--- src/usfc_cfg.svh ---
`ifndef USFC_CFG_SVH
`define USFC_CFG_SVH
// ********************************************************************
// register byte offsets
// ********************************************************************
`define USFC_OFS_STATUS_A  6'h00
`define USFC_OFS_CTRL_B    6'h04
`define USFC_OFS_FRAME     6'h08
`define USFC_OFS_BAUD_LO   6'h0c
`define USFC_OFS_BAUD_HI   6'h10
`define USFC_OFS_DATA      6'h14
`define USFC_OFS_IRQ_STAT  6'h18
`define USFC_OFS_IRQ_MASK  6'h1c
`define USFC_OFS_GIE       6'h20
// ********************************************************************
// field positions
// ********************************************************************
`define USFC_B_EMPTY_IE    5
`define USFC_B_RX_EN       4
`define USFC_B_TX_EN       3
`define USFC_B_CSZ2        2
`define USFC_B_RX9         1
`define USFC_B_TX9         0
`define USFC_B_RXC         7
`define USFC_B_TXE         5
`define USFC_B_FE          4
`define USFC_B_DOR         3
`define USFC_B_UPE         2
`define USFC_B_DBL         1
`define USFC_F_MODE        7:6
`define USFC_F_PAR         5:4
`define USFC_F_STOP        3
`define USFC_F_CSZ         2:1
`define USFC_F_POL         0
`define USFC_I_RXC         0
`define USFC_I_TXC         1
`define USFC_I_ERR         2
// ********************************************************************
// reset values and counts
// ********************************************************************
`define USFC_RST_FRAME     8'h06
`define USFC_RST_BAUD      12'h000
`define USFC_OS_NORMAL     4'hf
`define USFC_OS_DOUBLE     4'h7
`endif

--- src/usfc_pkg.sv ---
`default_nettype none
package usfc_pkg;
  typedef enum logic [1:0] {
    USFC_ASYNC = 2'b00, USFC_SYNC = 2'b01, USFC_RSVD = 2'b10, USFC_MSPI = 2'b11
  } usfc_mode_t;
  typedef enum logic [1:0] {
    USFC_PAR_OFF = 2'b00, USFC_PAR_RSVD = 2'b01, USFC_PAR_EVEN = 2'b10, USFC_PAR_ODD = 2'b11
  } usfc_parity_t;
  typedef enum logic [2:0] {
    TX_IDLE = 3'b000, TX_WAIT = 3'b001, TX_START = 3'b010, TX_DATA = 3'b011,
    TX_PAR = 3'b100, TX_STOP1 = 3'b101, TX_STOP2 = 3'b110
  } usfc_tx_state_t;
  typedef enum logic [2:0] {
    RX_IDLE = 3'b000, RX_START = 3'b001, RX_DATA = 3'b010, RX_PAR = 3'b011,
    RX_STOP = 3'b100
  } usfc_rx_state_t;
  function automatic logic [3:0] usfc_char_bits(input logic [2:0] csz);
    case (csz)
      3'h0: usfc_char_bits = 4'h5;
      3'h1: usfc_char_bits = 4'h6;
      3'h2: usfc_char_bits = 4'h7;
      3'h7: usfc_char_bits = 4'h9;
      default: usfc_char_bits = 4'h8;
    endcase
  endfunction
  // data must arrive with unused upper bits at zero
  function automatic logic usfc_parity(input logic [8:0] d, input usfc_parity_t p);
    usfc_parity = (^d) ^ (p == USFC_PAR_ODD);
  endfunction
endpackage
`default_nettype wire

--- src/usfc_link_if.sv ---
`timescale 1ns/1ps
`default_nettype none
interface usfc_link_if;
  import usfc_pkg::*;
  logic         os_tick;
  logic         tx_tick;
  logic         rx_smp;
  logic         xck;
  logic [11:0]  div;
  logic         dbl;
  logic         sync;
  logic         pol;
  logic         reload;
  logic [3:0]   nbits;
  usfc_parity_t par;
  logic         two_stop;
  modport baud (input div, dbl, sync, pol, reload, output os_tick, tx_tick, rx_smp, xck);
  modport tx   (input tx_tick, nbits, par, two_stop);
  modport top  (output div, dbl, sync, pol, reload, nbits, par, two_stop,
                input os_tick, tx_tick, rx_smp, xck);
endinterface
`default_nettype wire

--- src/usfc_top.sv ---
// The Avalon-MM slave port and the register addresses were decided locally.
`timescale 1ns/1ps
`default_nettype none
`include "usfc_cfg.svh"
module usfc_top (
  // clock and reset
  input  wire logic         ref_clk,
  input  wire logic         rst,
  // register bus
  input  wire logic [5:0]   avs_address,
  input  wire logic         avs_read,
  input  wire logic         avs_write,
  input  wire logic [31:0]  avs_writedata,
  output logic [31:0]       avs_readdata,
  output logic              avs_waitrequest,
  // serial pins
  output logic              transmit_pin_o,
  output logic              transmit_pin_oe,
  input  wire logic         receive_pin_i,
  output logic              receive_pin_owned,
  output logic              link_clock_pin_o,
  output logic              link_clock_pin_oe,
  // interrupt
  output logic              irq
);
  import usfc_pkg::*;

  // ********************************************************************
  // register state
  // ********************************************************************
  logic [7:0]     ctrl_b_reg;
  logic [7:0]     frame_reg;
  logic [11:0]    baud_reg;
  logic           dbl_reg;
  logic [2:0]     irq_stat_reg;
  logic [2:0]     irq_mask_reg;
  logic           gie_reg;
  logic           wait_reg;
  logic [31:0]    rd_next;
  logic           wr;
  logic           rd;
  logic [7:0]     wd;
  usfc_mode_t     mode;
  logic           serial_on;
  logic           rx_on;
  logic           te;

  // tx side
  logic [8:0]     tx_buf_reg;
  logic           tx_full_reg;
  logic           tx_own_reg;
  logic           tx_load;
  logic           tx_busy;
  logic           tx_done;
  logic           txd;

  // rx side
  logic           rx_meta_reg;
  logic           rx_s_reg;
  usfc_rx_state_t rx_st_reg;
  logic [3:0]     rx_ph_reg;
  logic [3:0]     rx_cnt_reg;
  logic [8:0]     rx_sh_reg;
  logic           rx_par_reg;
  logic [8:0]     rx_data_reg;
  logic           rx_full_reg;
  logic           fe_reg;
  logic           dor_reg;
  logic           upe_reg;
  logic           smp;
  logic           rx_done;
  logic [8:0]     rx_word;
  logic           rx_perr;
  logic [3:0]     os_top;
  logic [2:0]     ev;

  usfc_link_if link ();

  // ********************************************************************
  // decoded configuration
  // ********************************************************************
  assign mode      = usfc_mode_t'(frame_reg[`USFC_F_MODE]);
  // reserved and spi modes leave the serial engines idle
  assign serial_on = (mode == USFC_ASYNC) || (mode == USFC_SYNC);
  assign rx_on     = ctrl_b_reg[`USFC_B_RX_EN] && serial_on;
  assign te        = ctrl_b_reg[`USFC_B_TX_EN] && serial_on;
  assign os_top    = dbl_reg ? `USFC_OS_DOUBLE : `USFC_OS_NORMAL;

  assign link.div      = baud_reg;
  assign link.dbl      = dbl_reg && (mode == USFC_ASYNC);
  assign link.sync     = (mode == USFC_SYNC);
  assign link.pol      = frame_reg[`USFC_F_POL];
  assign link.nbits    = usfc_char_bits({ctrl_b_reg[`USFC_B_CSZ2], frame_reg[`USFC_F_CSZ]});
  assign link.par      = usfc_parity_t'(frame_reg[`USFC_F_PAR]);
  assign link.two_stop = frame_reg[`USFC_F_STOP];
  assign link.reload   = wr && (avs_address == `USFC_OFS_BAUD_LO);

  usfc_baud u_baud (
    .ref_clk (ref_clk),
    .rst     (rst),
    .lk      (link)
  );

  // ********************************************************************
  // bus slave: one wait state per access
  // ********************************************************************
  assign wr = avs_write && !wait_reg;
  assign rd = avs_read && !wait_reg;
  assign wd = avs_writedata[7:0];

  always_ff @(posedge ref_clk) begin
    if (rst) begin
      wait_reg <= 1'b1;
    end else begin
      wait_reg <= !((avs_read || avs_write) && wait_reg);
    end
  end

  always_comb begin
    rd_next = 32'h0000_0000;
    case (avs_address)
      `USFC_OFS_STATUS_A: begin
        rd_next[`USFC_B_RXC] = rx_full_reg;
        rd_next[`USFC_B_TXE] = !tx_full_reg;
        rd_next[`USFC_B_FE]  = fe_reg;
        rd_next[`USFC_B_DOR] = dor_reg;
        rd_next[`USFC_B_UPE] = upe_reg;
        rd_next[`USFC_B_DBL] = dbl_reg;
      end
      `USFC_OFS_CTRL_B:   rd_next[7:0] = {ctrl_b_reg[7:2], rx_data_reg[8], ctrl_b_reg[0]};
      `USFC_OFS_FRAME:    rd_next[7:0] = frame_reg;
      `USFC_OFS_BAUD_LO:  rd_next[7:0] = baud_reg[7:0];
      `USFC_OFS_BAUD_HI:  rd_next[3:0] = baud_reg[11:8];
      `USFC_OFS_DATA:     rd_next[7:0] = rx_data_reg[7:0];
      `USFC_OFS_IRQ_STAT: rd_next[2:0] = irq_stat_reg;
      `USFC_OFS_IRQ_MASK: rd_next[2:0] = irq_mask_reg;
      `USFC_OFS_GIE:      rd_next[0]   = gie_reg;
      default:            rd_next      = 32'h0000_0000;
    endcase
  end

  always_ff @(posedge ref_clk) begin
    if (rst) begin
      avs_readdata <= 32'h0000_0000;
    end else if (avs_read && wait_reg) begin
      avs_readdata <= rd_next;
    end
  end

  assign avs_waitrequest = wait_reg;

  // ********************************************************************
  // control registers
  // ********************************************************************
  always_ff @(posedge ref_clk) begin
    if (rst) begin
      ctrl_b_reg <= 8'h00;
      frame_reg  <= `USFC_RST_FRAME;
      dbl_reg    <= 1'b0;
      gie_reg    <= 1'b0;
      irq_mask_reg <= 3'h0;
    end else if (wr) begin
      case (avs_address)
        // completion enables live in the mask register instead
        `USFC_OFS_CTRL_B:   ctrl_b_reg <= {2'h0, wd[5:2], 1'b0, wd[0]};
        `USFC_OFS_FRAME:    frame_reg  <= wd;
        `USFC_OFS_STATUS_A: dbl_reg    <= wd[`USFC_B_DBL];
        `USFC_OFS_GIE:      gie_reg    <= wd[0];
        `USFC_OFS_IRQ_MASK: irq_mask_reg <= wd[2:0];
        default: ;
      endcase
    end
  end

  // reserved divisor bits are dropped, so a stray one cannot alter the rate
  always_ff @(posedge ref_clk) begin
    if (rst) begin
      baud_reg <= `USFC_RST_BAUD;
    end else if (wr && avs_address == `USFC_OFS_BAUD_LO) begin
      baud_reg[7:0] <= wd;
    end else if (wr && avs_address == `USFC_OFS_BAUD_HI) begin
      baud_reg[11:8] <= wd[3:0];
    end
  end

  // ********************************************************************
  // transmit buffer and pin ownership
  // ********************************************************************
  assign tx_load = tx_full_reg && !tx_busy && tx_own_reg;

  always_ff @(posedge ref_clk) begin
    if (rst) begin
      tx_buf_reg  <= 9'h000;
      tx_full_reg <= 1'b0;
    end else if (wr && avs_address == `USFC_OFS_DATA && !tx_full_reg) begin
      // ninth bit is taken from the control register at this write
      tx_buf_reg  <= {ctrl_b_reg[`USFC_B_TX9], wd} &
                     ((9'h001 << link.nbits) - 9'h001);
      tx_full_reg <= 1'b1;
    end else if (tx_load) begin
      tx_full_reg <= 1'b0;
    end
  end

  always_ff @(posedge ref_clk) begin
    if (rst) begin
      tx_own_reg <= 1'b0;
    end else begin
      tx_own_reg <= te || tx_busy || tx_load || (tx_full_reg && tx_own_reg);
    end
  end

  usfc_tx u_tx (
    .ref_clk (ref_clk),
    .rst     (rst),
    .load    (tx_load),
    .data    (tx_buf_reg),
    .txd     (txd),
    .busy    (tx_busy),
    .done    (tx_done),
    .lk      (link)
  );

  // ********************************************************************
  // receiver
  // ********************************************************************
  always_ff @(posedge ref_clk) begin
    if (rst) begin
      rx_meta_reg <= 1'b1;
      rx_s_reg    <= 1'b1;
    end else begin
      rx_meta_reg <= receive_pin_i;
      rx_s_reg    <= rx_meta_reg;
    end
  end

  assign smp = link.sync ? link.rx_smp : (link.os_tick && rx_ph_reg == 4'h0);

  // sample phase: parks at half a bit while idle so the start bit is hit mid-bit
  always_ff @(posedge ref_clk) begin
    if (rst) begin
      rx_ph_reg <= 4'h0;
    end else if (link.os_tick) begin
      if (rx_st_reg == RX_IDLE) begin
        rx_ph_reg <= {1'b0, os_top[3:1]};
      end else if (rx_ph_reg == 4'h0) begin
        rx_ph_reg <= os_top;
      end else begin
        rx_ph_reg <= rx_ph_reg - 4'h1;
      end
    end
  end

  always_ff @(posedge ref_clk) begin
    if (rst || !rx_on) begin
      rx_st_reg  <= RX_IDLE;
      rx_cnt_reg <= 4'h0;
      rx_sh_reg  <= 9'h000;
      rx_par_reg <= 1'b0;
    end else begin
      unique case (rx_st_reg)
        RX_IDLE: begin
          if ((link.sync ? link.rx_smp : link.os_tick) && !rx_s_reg) begin
            rx_st_reg  <= link.sync ? RX_DATA : RX_START;
            rx_cnt_reg <= 4'h0;
          end
        end
        RX_START: begin
          if (smp) begin
            rx_st_reg <= rx_s_reg ? RX_IDLE : RX_DATA;
          end
        end
        RX_DATA: begin
          if (smp) begin
            rx_sh_reg  <= {rx_s_reg, rx_sh_reg[8:1]};
            rx_cnt_reg <= rx_cnt_reg + 4'h1;
            if (rx_cnt_reg == link.nbits - 4'h1) begin
              rx_st_reg <= link.par[1] ? RX_PAR : RX_STOP;
            end
          end
        end
        RX_PAR: begin
          if (smp) begin
            rx_par_reg <= rx_s_reg;
            rx_st_reg  <= RX_STOP;
          end
        end
        RX_STOP: begin
          if (smp) begin
            rx_st_reg <= RX_IDLE;
          end
        end
        default: rx_st_reg <= RX_IDLE;
      endcase
    end
  end

  assign rx_done = (rx_st_reg == RX_STOP) && smp;
  assign rx_word = rx_sh_reg >> (4'h9 - link.nbits);
  assign rx_perr = link.par[1] && (usfc_parity(rx_word, link.par) != rx_par_reg);

  // one-character receive buffer with its error flags
  always_ff @(posedge ref_clk) begin
    if (rst || !rx_on) begin
      rx_data_reg <= 9'h000;
      rx_full_reg <= 1'b0;
      fe_reg      <= 1'b0;
      dor_reg     <= 1'b0;
      upe_reg     <= 1'b0;
    end else if (rx_done && rx_full_reg) begin
      dor_reg <= 1'b1;
    end else if (rx_done) begin
      rx_data_reg <= rx_word;
      rx_full_reg <= 1'b1;
      fe_reg      <= !rx_s_reg;
      upe_reg     <= rx_perr;
      dor_reg     <= 1'b0;
    end else if (rd && avs_address == `USFC_OFS_DATA) begin
      rx_full_reg <= 1'b0;
      fe_reg      <= 1'b0;
      dor_reg     <= 1'b0;
      upe_reg     <= 1'b0;
    end
  end

  // ********************************************************************
  // interrupts
  // ********************************************************************
  assign ev[`USFC_I_RXC] = rx_done && !rx_full_reg;
  assign ev[`USFC_I_TXC] = tx_done && !tx_full_reg;
  assign ev[`USFC_I_ERR] = rx_done && (rx_full_reg || !rx_s_reg || rx_perr);

  genvar gi;
  generate
    for (gi = 0; gi < 3; gi = gi + 1) begin : g_stat
      // a new event beats a write-one clear in the same cycle
      always_ff @(posedge ref_clk) begin
        if (rst) begin
          irq_stat_reg[gi] <= 1'b0;
        end else if (ev[gi]) begin
          irq_stat_reg[gi] <= 1'b1;
        end else if (wr && avs_address == `USFC_OFS_IRQ_STAT && wd[gi]) begin
          irq_stat_reg[gi] <= 1'b0;
        end
      end
    end
  endgenerate

  always_ff @(posedge ref_clk) begin
    if (rst) begin
      irq <= 1'b0;
    end else begin
      irq <= gie_reg && ((ctrl_b_reg[`USFC_B_EMPTY_IE] && !tx_full_reg) ||
                         (|(irq_stat_reg & irq_mask_reg)));
    end
  end

  // ********************************************************************
  // pins
  // ********************************************************************
  always_ff @(posedge ref_clk) begin
    if (rst) begin
      transmit_pin_o    <= 1'b1;
      transmit_pin_oe   <= 1'b0;
      receive_pin_owned <= 1'b0;
      link_clock_pin_o  <= 1'b0;
      link_clock_pin_oe <= 1'b0;
    end else begin
      transmit_pin_o    <= txd;
      transmit_pin_oe   <= tx_own_reg;
      receive_pin_owned <= rx_on;
      link_clock_pin_o  <= link.xck;
      link_clock_pin_oe <= link.sync && (tx_own_reg || rx_on);
    end
  end

endmodule
`default_nettype wire

--- src/usfc_baud.sv ---
`timescale 1ns/1ps
`default_nettype none
`include "usfc_cfg.svh"
module usfc_baud (
  // clock and reset
  input  wire logic  ref_clk,
  input  wire logic  rst,
  // link timing
  usfc_link_if.baud  lk
);
  import usfc_pkg::*;
  logic [11:0] pre_reg;
  logic [3:0]  os_reg;
  logic        xck_reg;
  logic        tick;
  logic [3:0]  os_top;
  assign tick   = (pre_reg == 12'h000);
  assign os_top = lk.dbl ? `USFC_OS_DOUBLE : `USFC_OS_NORMAL;
  // prescaler: one tick every div+1 clocks
  always_ff @(posedge ref_clk) begin
    if (rst) begin
      pre_reg <= `USFC_RST_BAUD;
    end else if (lk.reload || tick) begin
      pre_reg <= lk.div;
    end else begin
      pre_reg <= pre_reg - 12'h001;
    end
  end
  always_ff @(posedge ref_clk) begin
    if (rst || lk.reload || lk.sync) begin
      os_reg <= 4'h0;
    end else if (tick) begin
      os_reg <= (os_reg >= os_top) ? 4'h0 : os_reg + 4'h1;
    end
  end
  // synchronous master clock toggles on each tick
  always_ff @(posedge ref_clk) begin
    if (rst || !lk.sync) begin
      xck_reg <= 1'b0;
    end else if (tick) begin
      xck_reg <= ~xck_reg;
    end
  end
  assign lk.os_tick = tick && !lk.sync;
  assign lk.tx_tick = lk.sync ? (tick && (xck_reg == lk.pol)) : (tick && os_reg >= os_top);
  assign lk.rx_smp  = lk.sync && tick && (xck_reg != lk.pol);
  assign lk.xck     = xck_reg;
endmodule
`default_nettype wire

--- src/usfc_tx.sv ---
`timescale 1ns/1ps
`default_nettype none
module usfc_tx (
  // clock and reset
  input  wire logic  ref_clk,
  input  wire logic  rst,
  // character in
  input  wire logic  load,
  input  wire logic [8:0] data,
  // line side
  output logic       txd,
  output logic       busy,
  output logic       done,
  // timing and format
  usfc_link_if.tx    lk
);
  import usfc_pkg::*;
  usfc_tx_state_t st_reg;
  logic [8:0]     sh_reg;
  logic [3:0]     cnt_reg;
  logic           par_reg;
  always_ff @(posedge ref_clk) begin
    if (rst) begin
      st_reg  <= TX_IDLE;
      txd     <= 1'b1;
      sh_reg  <= 9'h000;
      cnt_reg <= 4'h0;
      par_reg <= 1'b0;
    end else if (st_reg == TX_IDLE) begin
      if (load) begin
        st_reg  <= TX_WAIT;
        sh_reg  <= data;
        par_reg <= usfc_parity(data, lk.par);
      end
    end else if (lk.tx_tick) begin
      unique case (st_reg)
        TX_WAIT: begin
          txd    <= 1'b0;
          st_reg <= TX_START;
        end
        TX_START, TX_DATA: begin
          txd     <= sh_reg[0];
          sh_reg  <= {1'b0, sh_reg[8:1]};
          cnt_reg <= (st_reg == TX_START) ? 4'h1 : cnt_reg + 4'h1;
          st_reg  <= TX_DATA;
          if (st_reg == TX_DATA && cnt_reg == lk.nbits) begin
            txd    <= (lk.par[1]) ? par_reg : 1'b1;
            st_reg <= lk.par[1] ? TX_PAR : TX_STOP1;
          end
        end
        TX_PAR: begin
          txd    <= 1'b1;
          st_reg <= TX_STOP1;
        end
        TX_STOP1: begin
          st_reg <= lk.two_stop ? TX_STOP2 : TX_IDLE;
        end
        TX_STOP2: begin
          st_reg <= TX_IDLE;
        end
        default: st_reg <= TX_IDLE;
      endcase
    end
  end
  assign busy = (st_reg != TX_IDLE);
  assign done = lk.tx_tick && ((st_reg == TX_STOP1 && !lk.two_stop) || st_reg == TX_STOP2);
endmodule
`default_nettype wire

--- config.mk ---
export PLATFORM = sky130hd
export DESIGN_NAME = usfc_top
export DESIGN_NICKNAME = d
export VERILOG_FILES = /design/src/usfc_pkg.sv /design/src/usfc_link_if.sv /design/src/usfc_top.sv /design/src/usfc_baud.sv /design/src/usfc_tx.sv
export VERILOG_INCLUDE_DIRS = /design/src /design/src/src
export SDC_FILE = /design/constraint.sdc
export NUM_CORES = 1
export LEC_CHECK = 0
export BUFFER_PORTS_ARGS = -buffer_cell sky130_fd_sc_hd__buf_2
export CAP_MARGIN = 5
export CORE_MARGIN = 1
export CORE_UTILIZATION = 30
export CTS_CLUSTER_SIZE = 25
export DETAILED_ROUTE_END_ITERATION = 7
export REMOVE_ABC_BUFFERS = 1
export SETUP_SLACK_MARGIN = 0.15
export SLEW_MARGIN = 20
export SYNTH_ARGS = -nofsm -noshare
export SYNTH_HDL_FRONTEND = slang
export SYNTH_SLANG_ARGS = --single-unit
--- constraint.sdc ---
create_clock -name ref_clk -period 8.13 [get_ports ref_clk]
set_clock_uncertainty 0.1 [all_clocks]
set_input_delay 0.4065 -clock ref_clk [delete_from_list [all_inputs] [get_ports ref_clk]]
set_output_delay 0.4065 -clock ref_clk [all_outputs]
set_load 0.1 [all_outputs]
==> Word level (Yosys, flattened, before mapping) <==
Index checks and enable logic that the tools add are counted.
{ "word_totals": {"inputBits": 43, "reg_bits": 130, "output_inout_bits": 39} }
{ "classes": {"shift": 2, "n_addsub": 8, "muxes": 58, "n_bitwise": 8, "n_eq_ne": 35, "reduce_logical": 101, "n_lt_le_gt_ge": 1} }
{ "op_table": {"columns": ["cell", "count"], "rows": [
  ["1-bit logical AND", 38],
  ["3-bit 2-to-1 mux", 12],
  ["9-bit 2-to-1 mux", 4],
  ["4-bit 2-to-1 mux", 8],
  ["6-bit by 5-bit equality test with 1-bit output (second input constant)", 4],
  ["2-bit AND reduction", 12],
  ["1-bit 2-to-1 mux", 20],
  ["9-bit XOR reduction", 2],
  ["2-bit one-hot mux with 8 select lines", 1],
  ["4-bit one-hot mux with 4 select lines", 1],
  ["2-bit nonzero test", 8],
  ["3-bit by 2-bit equality test with 1-bit output (second input constant)", 5],
  ["3-bit equality test (second input constant)", 5],
  ["1-bit logical OR", 15],
  ["3-bit one-hot mux with 5 select lines", 1],
  ["4-bit by 1-bit adder with 4-bit output (second input constant)", 3],
  ["6-bit by 4-bit equality test with 1-bit output (second input constant)", 2],
  ["12-bit zero test", 1],
  ["12-bit 2-to-1 mux", 1],
  ["2-bit inequality test (second input constant)", 6],
  ["3-bit one-hot mux with 4 select lines", 1],
  ["3-bit AND reduction", 4],
  ["12-bit by 1-bit subtractor with 12-bit output (second input constant)", 1],
  ["2-bit one-hot mux with 5 select lines", 1],
  ["other kinds (34)", 57]
]} }

==> Depth between registers and ports, before layout <==
{ "logic_depth": {"word_depth": 11, "depth_mapped": 14, "depth_no_buf": 12} }

==> Modules after synthesis <==
A second synthesis with hierarchy kept.
{ "unflattened": {"cells_unflattened": 883, "area_unflattened_um2": 7061.8} }
{ "modules_own_cells": {"columns": ["module", "cells_per_inst", "seq_area_each_um2", "area_per_inst_um2", "instances"], "rows": [
  ["usfc_top", 635, 1901.8, 5019.8, 1],
  ["usfc_tx", 135, 360.3, 1069.8, 1],
  ["usfc_baud", 113, 340.3, 972.2, 1]
]} }

==> Least setup slack after synthesis <==
No wires, ideal clock.
{ "synth_path": {"path_type": "reg2reg", "start": "register ctrl_b_reg[2]", "end": "register irq_stat_reg[2]", "required_time_ns": 7.910, "setup_time_ns": 0.120, "setup_slack_ns": 5.133, "t_arrival_ns": 2.777, "stages_incl_launch_ff": 14, "path_cell_list": "dfxtp_1 > buf_4 > buf_2 > a21oi_1 > inv_1 > ha_1 > clkbuf_1 > a221oi_1 > a22oi_1 > o22ai_1 > xor2_1 > xnor2_2 > nor4b_2 > a211o_1"} }
{ "synth_via": {"elab_chain_cells": 11, "elab_cells_between_ends": 15, "cone_classes": "add/sub: 1; eq/ne: 4; shift: 1; mux: 2; bitwise: 1; reduce/logical: 6"} }
{ "synth_rtl": {"columns": ["element", "line_no", "source"], "rows": [
  ["from (decl)", "usfc_top.sv:31", "logic [7:0] ctrl_b_reg;"],
  ["from (signal assigned)", "usfc_top.sv:165", "`USFC_OFS_CTRL_B: ctrl_b_reg <= {2'h0, wd[5:2], 1'b0, wd[0]};"],
  ["3-bit equality test (tied with other cells)", "usfc_pkg.sv:18", "case (csz)"],
  ["4-bit one-hot mux with 4 select lines (*)", "usfc_pkg.sv:18", null],
  ["4-bit subtractor (*)", "usfc_top.sv:299", "assign rx_word = rx_sh_reg >> (4'h9 - link.nbits);"],
  ["9-bit by 4-bit >> shifter with 9-bit output (*)", "usfc_top.sv:299", null],
  ["9-bit XOR reduction (*)", "usfc_pkg.sv:28", "usfc_parity = (^d) ^ (p == USFC_PAR_ODD);"],
  ["1-bit XOR (*)", "usfc_pkg.sv:28", null],
  ["1-bit inequality test (*)", "usfc_top.sv:300", "assign rx_perr = link.par[1] && (usfc_parity(rx_word, link.par) != rx_par_reg);"],
  ["1-bit logical AND (*)", "usfc_top.sv:300", null],
  ["1-bit logical OR (*)", "usfc_top.sv:331", "assign ev[`USFC_I_ERR] = rx_done && (rx_full_reg || !rx_s_reg || rx_perr);"],
  ["1-bit logical AND (*)", "usfc_top.sv:331", null],
  ["1-bit 2-to-1 mux or 2-bit nonzero test (tied branches)", null, null],
  ["to (signal, indexed assignment)", "usfc_top.sv:339", "irq_stat_reg[gi] <= 1'b0;"],
  ["to (signal, indexed assignment)", "usfc_top.sv:341", "irq_stat_reg[gi] <= 1'b1;"],
  ["to (signal, indexed assignment)", "usfc_top.sv:343", "irq_stat_reg[gi] <= 1'b0;"],
  ["to (decl)", "usfc_top.sv:35", "logic [2:0] irq_stat_reg;"]
]} }
Every way passes the cells marked *; elsewhere a longest branch is shown, timed or not.
A chain may end at the register's enable or synchronous reset.

==> Final worst setup path <==
{ "layout_path": {"start": "register frame_reg[2]", "end": "register irq_stat_reg[2]"} }
{ "layout_via": {"elab_chain_cells": 11, "elab_cells_between_ends": 15, "cone_classes": "add/sub: 1; eq/ne: 4; shift: 1; mux: 2; bitwise: 1; reduce/logical: 6"} }
{ "layout_rtl": {"columns": ["element", "line_no", "source"], "rows": [
  ["from (decl)", "usfc_top.sv:32", "logic [7:0] frame_reg;"],
  ["from (signal assigned)", "usfc_top.sv:158", "frame_reg <= `USFC_RST_FRAME;"],
  ["from (signal assigned)", "usfc_top.sv:166", "`USFC_OFS_FRAME: frame_reg <= wd;"],
  ["3-bit equality test (tied with other cells)", "usfc_pkg.sv:18", null],
  ["4-bit one-hot mux with 4 select lines (*)", "usfc_pkg.sv:18", null],
  ["4-bit subtractor (*)", "usfc_top.sv:299", null],
  ["9-bit by 4-bit >> shifter with 9-bit output (*)", "usfc_top.sv:299", null],
  ["9-bit XOR reduction (*)", "usfc_pkg.sv:28", null],
  ["1-bit XOR (*)", "usfc_pkg.sv:28", null],
  ["1-bit inequality test (*)", "usfc_top.sv:300", null],
  ["1-bit logical AND (*)", "usfc_top.sv:300", null],
  ["1-bit logical OR (*)", "usfc_top.sv:331", null],
  ["1-bit logical AND (*)", "usfc_top.sv:331", null],
  ["1-bit 2-to-1 mux or 2-bit nonzero test (tied branches)", null, null]
]} }
Marks and branches as above.

==> impl_metrics.py <==
metrics = {
    "run_status": {
        "result_of_the_run": "finished clean",
    },
    "synth": {
        "yosys_register_bits": 130,
        "synth_top_area_share_pct": 36.0,
        "synth.largest_area_cell": "sky130_fd_sc_hd__dfxtp_1",
        "netlist_top_cells_area": "sky130_fd_sc_hd__dfxtp_1, sky130_fd_sc_hd__nand2_1, sky130_fd_sc_hd__nor2_1",
        "ys_async_sr_fraction_pct": 0,
        "synth.cell_area_sq_um": 7230,
        "post_synth_num_cell_types": 82,
        "netlist_instances": 869,
        "seq_area_frac_synth_pct": 36.0,
        "prevailing_post_synth_register_cell": "sky130_fd_sc_hd__dfxtp_1",
        "synth_enable_flop_cells": 0,
        "syn_warnings": 0,
        "synth.avg_cell_area_sq_um": 8.33,
    },
    "cells_and_area": {
        "ff_latch_area_sq_um": 2600,
        "design_area_sq_um": 8100,
        "final_layout_size_suffix_gt1_share_pct": 13.8,
        "combined_area_of_the_multi_input_logic_cells_sq_um": 4240,
        "layout_nets": 933,
        "area.growth.synth_to_final_pct": 12.0,
        "antennaDiodeCount": 0,
        "fillCellCount": 2457,
    },
    "flow_run": {
        "timing.max_cap.violations": 0,
    },
    "pwr": {
        "leakage_nw": 2.92,
        "power_mw": 1.83,
        "power-per-cell-area_nw_per_um2": 225,
        "worst_ir_drop_vdd_mv": 0.174,
    },
    "cts": {
        "clock_tree.htree_level_count": 4,
        "cts_repair_resize_count": 0,
        "clock_tree.buffer_depth": 2,
        "cts_tree": "done",
        "tritoncts.num_buffers": 17,
        "post-cts-setup-buffers": 0,
        "clk_transition_reported_paths_ns": 0.06,
        "clk-insertion-delay-late_ns": 0.43,
        "hold_buffers": 0,
        "cts_root_buf": "sky130_fd_sc_hd__clkbuf_16",
        "clkSinkCount": 130,
    },
    "floorplanning": {
        "num_rows": 56,
        "floorplan.io_pins": 82,
        "fp.dieH_um": 157,
        "start_util_pct": 30.7,
        "placeableCoreArea_sq_um": 23500,
        "dieArea_sq_um": 24700,
        "die-width_um": 157,
    },
    "grt": {
        "grt_util_all_layers_pct": 15.8,
        "grt_first_pass_wirelength_um": 30000,
        "gr-total-overflow": 0,
        "grt_start_max_net_pins": 65,
        "first_global_vias": 5528,
        "antenna_found_initial": 0,
    },
    "min_path": {
        "hold_class": "primary input to flip-flop",
    },
    "timing": {
        "layout_min_cycle_time_ns": 3.56,
        "finalCritPeriodShare_pct": 43.7,
        "slew_headroom_pct": 30.6,
        "final_hold_violation_count": 0,
        "grt_setup_unrepaired": "no",
        "fin_tns_setup_ns": 0,
        "report.final.slew_viol_count": 0,
        "max_slew.worst_pin.slew_ns": 1.03,
        "max_freq_ghz": 0.281,
        "setup_viol_count_final": 0,
    },
    "detailed_routing": {
        "vias": 6241,
        "wire_per_inst_um": 15.6,
        "average_via_count_per_standard_cell": 5.16,
        "final_antenna_net_count": 0,
        "totalWireLength_um": 18800,
        "detailedRoute.firstIterationViolations": 487,
        "detail_route.first_pass.iterations": 5,
        "route.detailed.drc": 0,
    },
    "setup_path": {
        "arrival_ns": 3.77,
        "crit_path_start_kind": "flip-flop",
        "criticalPathCategory": "flip-flop to flip-flop",
        "crit_path_end_kind": "flip-flop",
        "timing.critical_path.fanout_max": 25,
        "required_time_at_the_worst_slack_endpoint_ns": 8.34,
    },
    "place": {
        "hpwlAfterDp_um": 13300,
        "globalplace.congestion": 0.870,
        "placed_area_sq_um": 7520,
        "port_buffers": 33,
    },
}
## layout make-up
class / count / share of cell area [%]
well taps: 319 / 4.93
flip-flops and latches: 130 / 32.1
inverters: 20 / 0.927
clock inverters: 9 / 0.989
clock buffers: 22 / 6.10
repair buffers: 39 / 2.60
multi-input cells: 671 / 52.3
## power by group
group,total (mW),switching [mW],internal [mW]
Combinational,0.368,0.253,0.116
Sequential,0.713,0.0359,0.677
Clock,0.745,0.288,0.457
Total,1.83,0.577,1.25
## cell families (layout without fill, tap and decap cells)
kind of cell,Yosys count,after routing,synth area share [%]
simple gates,347,347,23.7
xor+xnor,37,37,4.79
fa+ha+maj,11,11,1.90
flops,130,130,36.0
mux,45,45,7.85
buf+inv,92,90,6.80
compound gates,205,205,18.9
other cells,2,26,0.104
## critical path, cell delays in order (launching register included)
cell                       delay, ns
sky130_fd_sc_hd__dfxtp_1        0.30
sky130_fd_sc_hd__buf_4          0.30
sky130_fd_sc_hd__nand2b_1       0.18
sky130_fd_sc_hd__a21oi_1        0.32
sky130_fd_sc_hd__inv_1          0.14
sky130_fd_sc_hd__ha_1           0.49
sky130_fd_sc_hd__and2_1         0.23
sky130_fd_sc_hd__o21ai_0        0.17
sky130_fd_sc_hd__a22oi_1        0.10
sky130_fd_sc_hd__o22ai_1        0.30
sky130_fd_sc_hd__xor2_1         0.26
sky130_fd_sc_hd__xnor2_2        0.18
sky130_fd_sc_hd__nor4b_2        0.08
sky130_fd_sc_hd__a211o_1        0.29
## metrics by stage
stage,setup slack [ns],hold slack [ns],cells,utilization (%)
finish,4.57,0.0769,1210,34.4
global route,4.30,0.0708,1210,34.4
CTS,4.55,0.0676,1210,34.4
detailed placement,4.56,0.299,1179,32.0
global placement,4.60,0.296,1179,31.9
floorplan,4.69,0.289,821,-
## cell usage in the layout, fill, tap and decap left out, drive strengths merged, types with 5 or more instances in the layout
cell type  instances
mux2               8
o21ai             29
a211oi            27
or3                6
a22oi             11
nor2              97
and2               7
o211ai             9
nor2b             14
nand3b             7
clkinv             5
a31oi              8
nor4              10
inv               19
xor2              12
nand2b            11
a21oi             77
or2                5
nor3              20
nand3             37
clkbuf            22
nand2            111
xnor2             25
dfxtp            130
mux4               8
mux2i             29
and3               7
conb              26
ha                11
buf               39
## synth_stat cells, types with 6 or more instances
library cell and count:
sky130_fd_sc_hd__a211oi_1 27, sky130_fd_sc_hd__nand3_1 35, sky130_fd_sc_hd__or3_1 6, sky130_fd_sc_hd__nor3_1 15, sky130_fd_sc_hd__o21ai_0 22, sky130_fd_sc_hd__nor2_1 97
sky130_fd_sc_hd__and3_1 7, sky130_fd_sc_hd__xor2_1 12, sky130_fd_sc_hd__a21oi_1 71, sky130_fd_sc_hd__o21ai_1 7, sky130_fd_sc_hd__ha_1 11, sky130_fd_sc_hd__clkbuf_1 29
sky130_fd_sc_hd__a21oi_2 6, sky130_fd_sc_hd__mux4_2 8, sky130_fd_sc_hd__mux2i_1 28, sky130_fd_sc_hd__a31oi_1 8, sky130_fd_sc_hd__buf_4 26, sky130_fd_sc_hd__nor2b_1 14
sky130_fd_sc_hd__and2_1 7, sky130_fd_sc_hd__a22oi_1 11, sky130_fd_sc_hd__nand3b_1 7, sky130_fd_sc_hd__buf_2 9, sky130_fd_sc_hd__dfxtp_1 130, sky130_fd_sc_hd__nand2b_1 10
sky130_fd_sc_hd__o211ai_1 7, sky130_fd_sc_hd__nand2_1 108, sky130_fd_sc_hd__nor4_1 6, sky130_fd_sc_hd__inv_1 19, sky130_fd_sc_hd__xnor2_1 22
## layer usage
layer / global-route usage (%) / wire length (um) / vias up
li1: - / - / 3058
met1: 20.9 / 8790 / 2975
met2: 24.8 / 8620 / 184
met3: 3.58 / 1040 / 24
met4: 5.73 / 382 / 0
met5: 0 / 0 / -
## worst paths after layout
check	from	end	slack, ns	cells after the start
max reg2reg	frame_reg[2]	irq_stat_reg[2]	4.57	13
max	frame_reg[2]	irq_stat_reg[2]	4.57	13
min	receive_pin_i	rx_meta_reg	0.08	2
min reg2reg	rx_meta_reg	rx_s_reg	0.31	1
No activity file was read; power rests on OpenSTA's default activity.
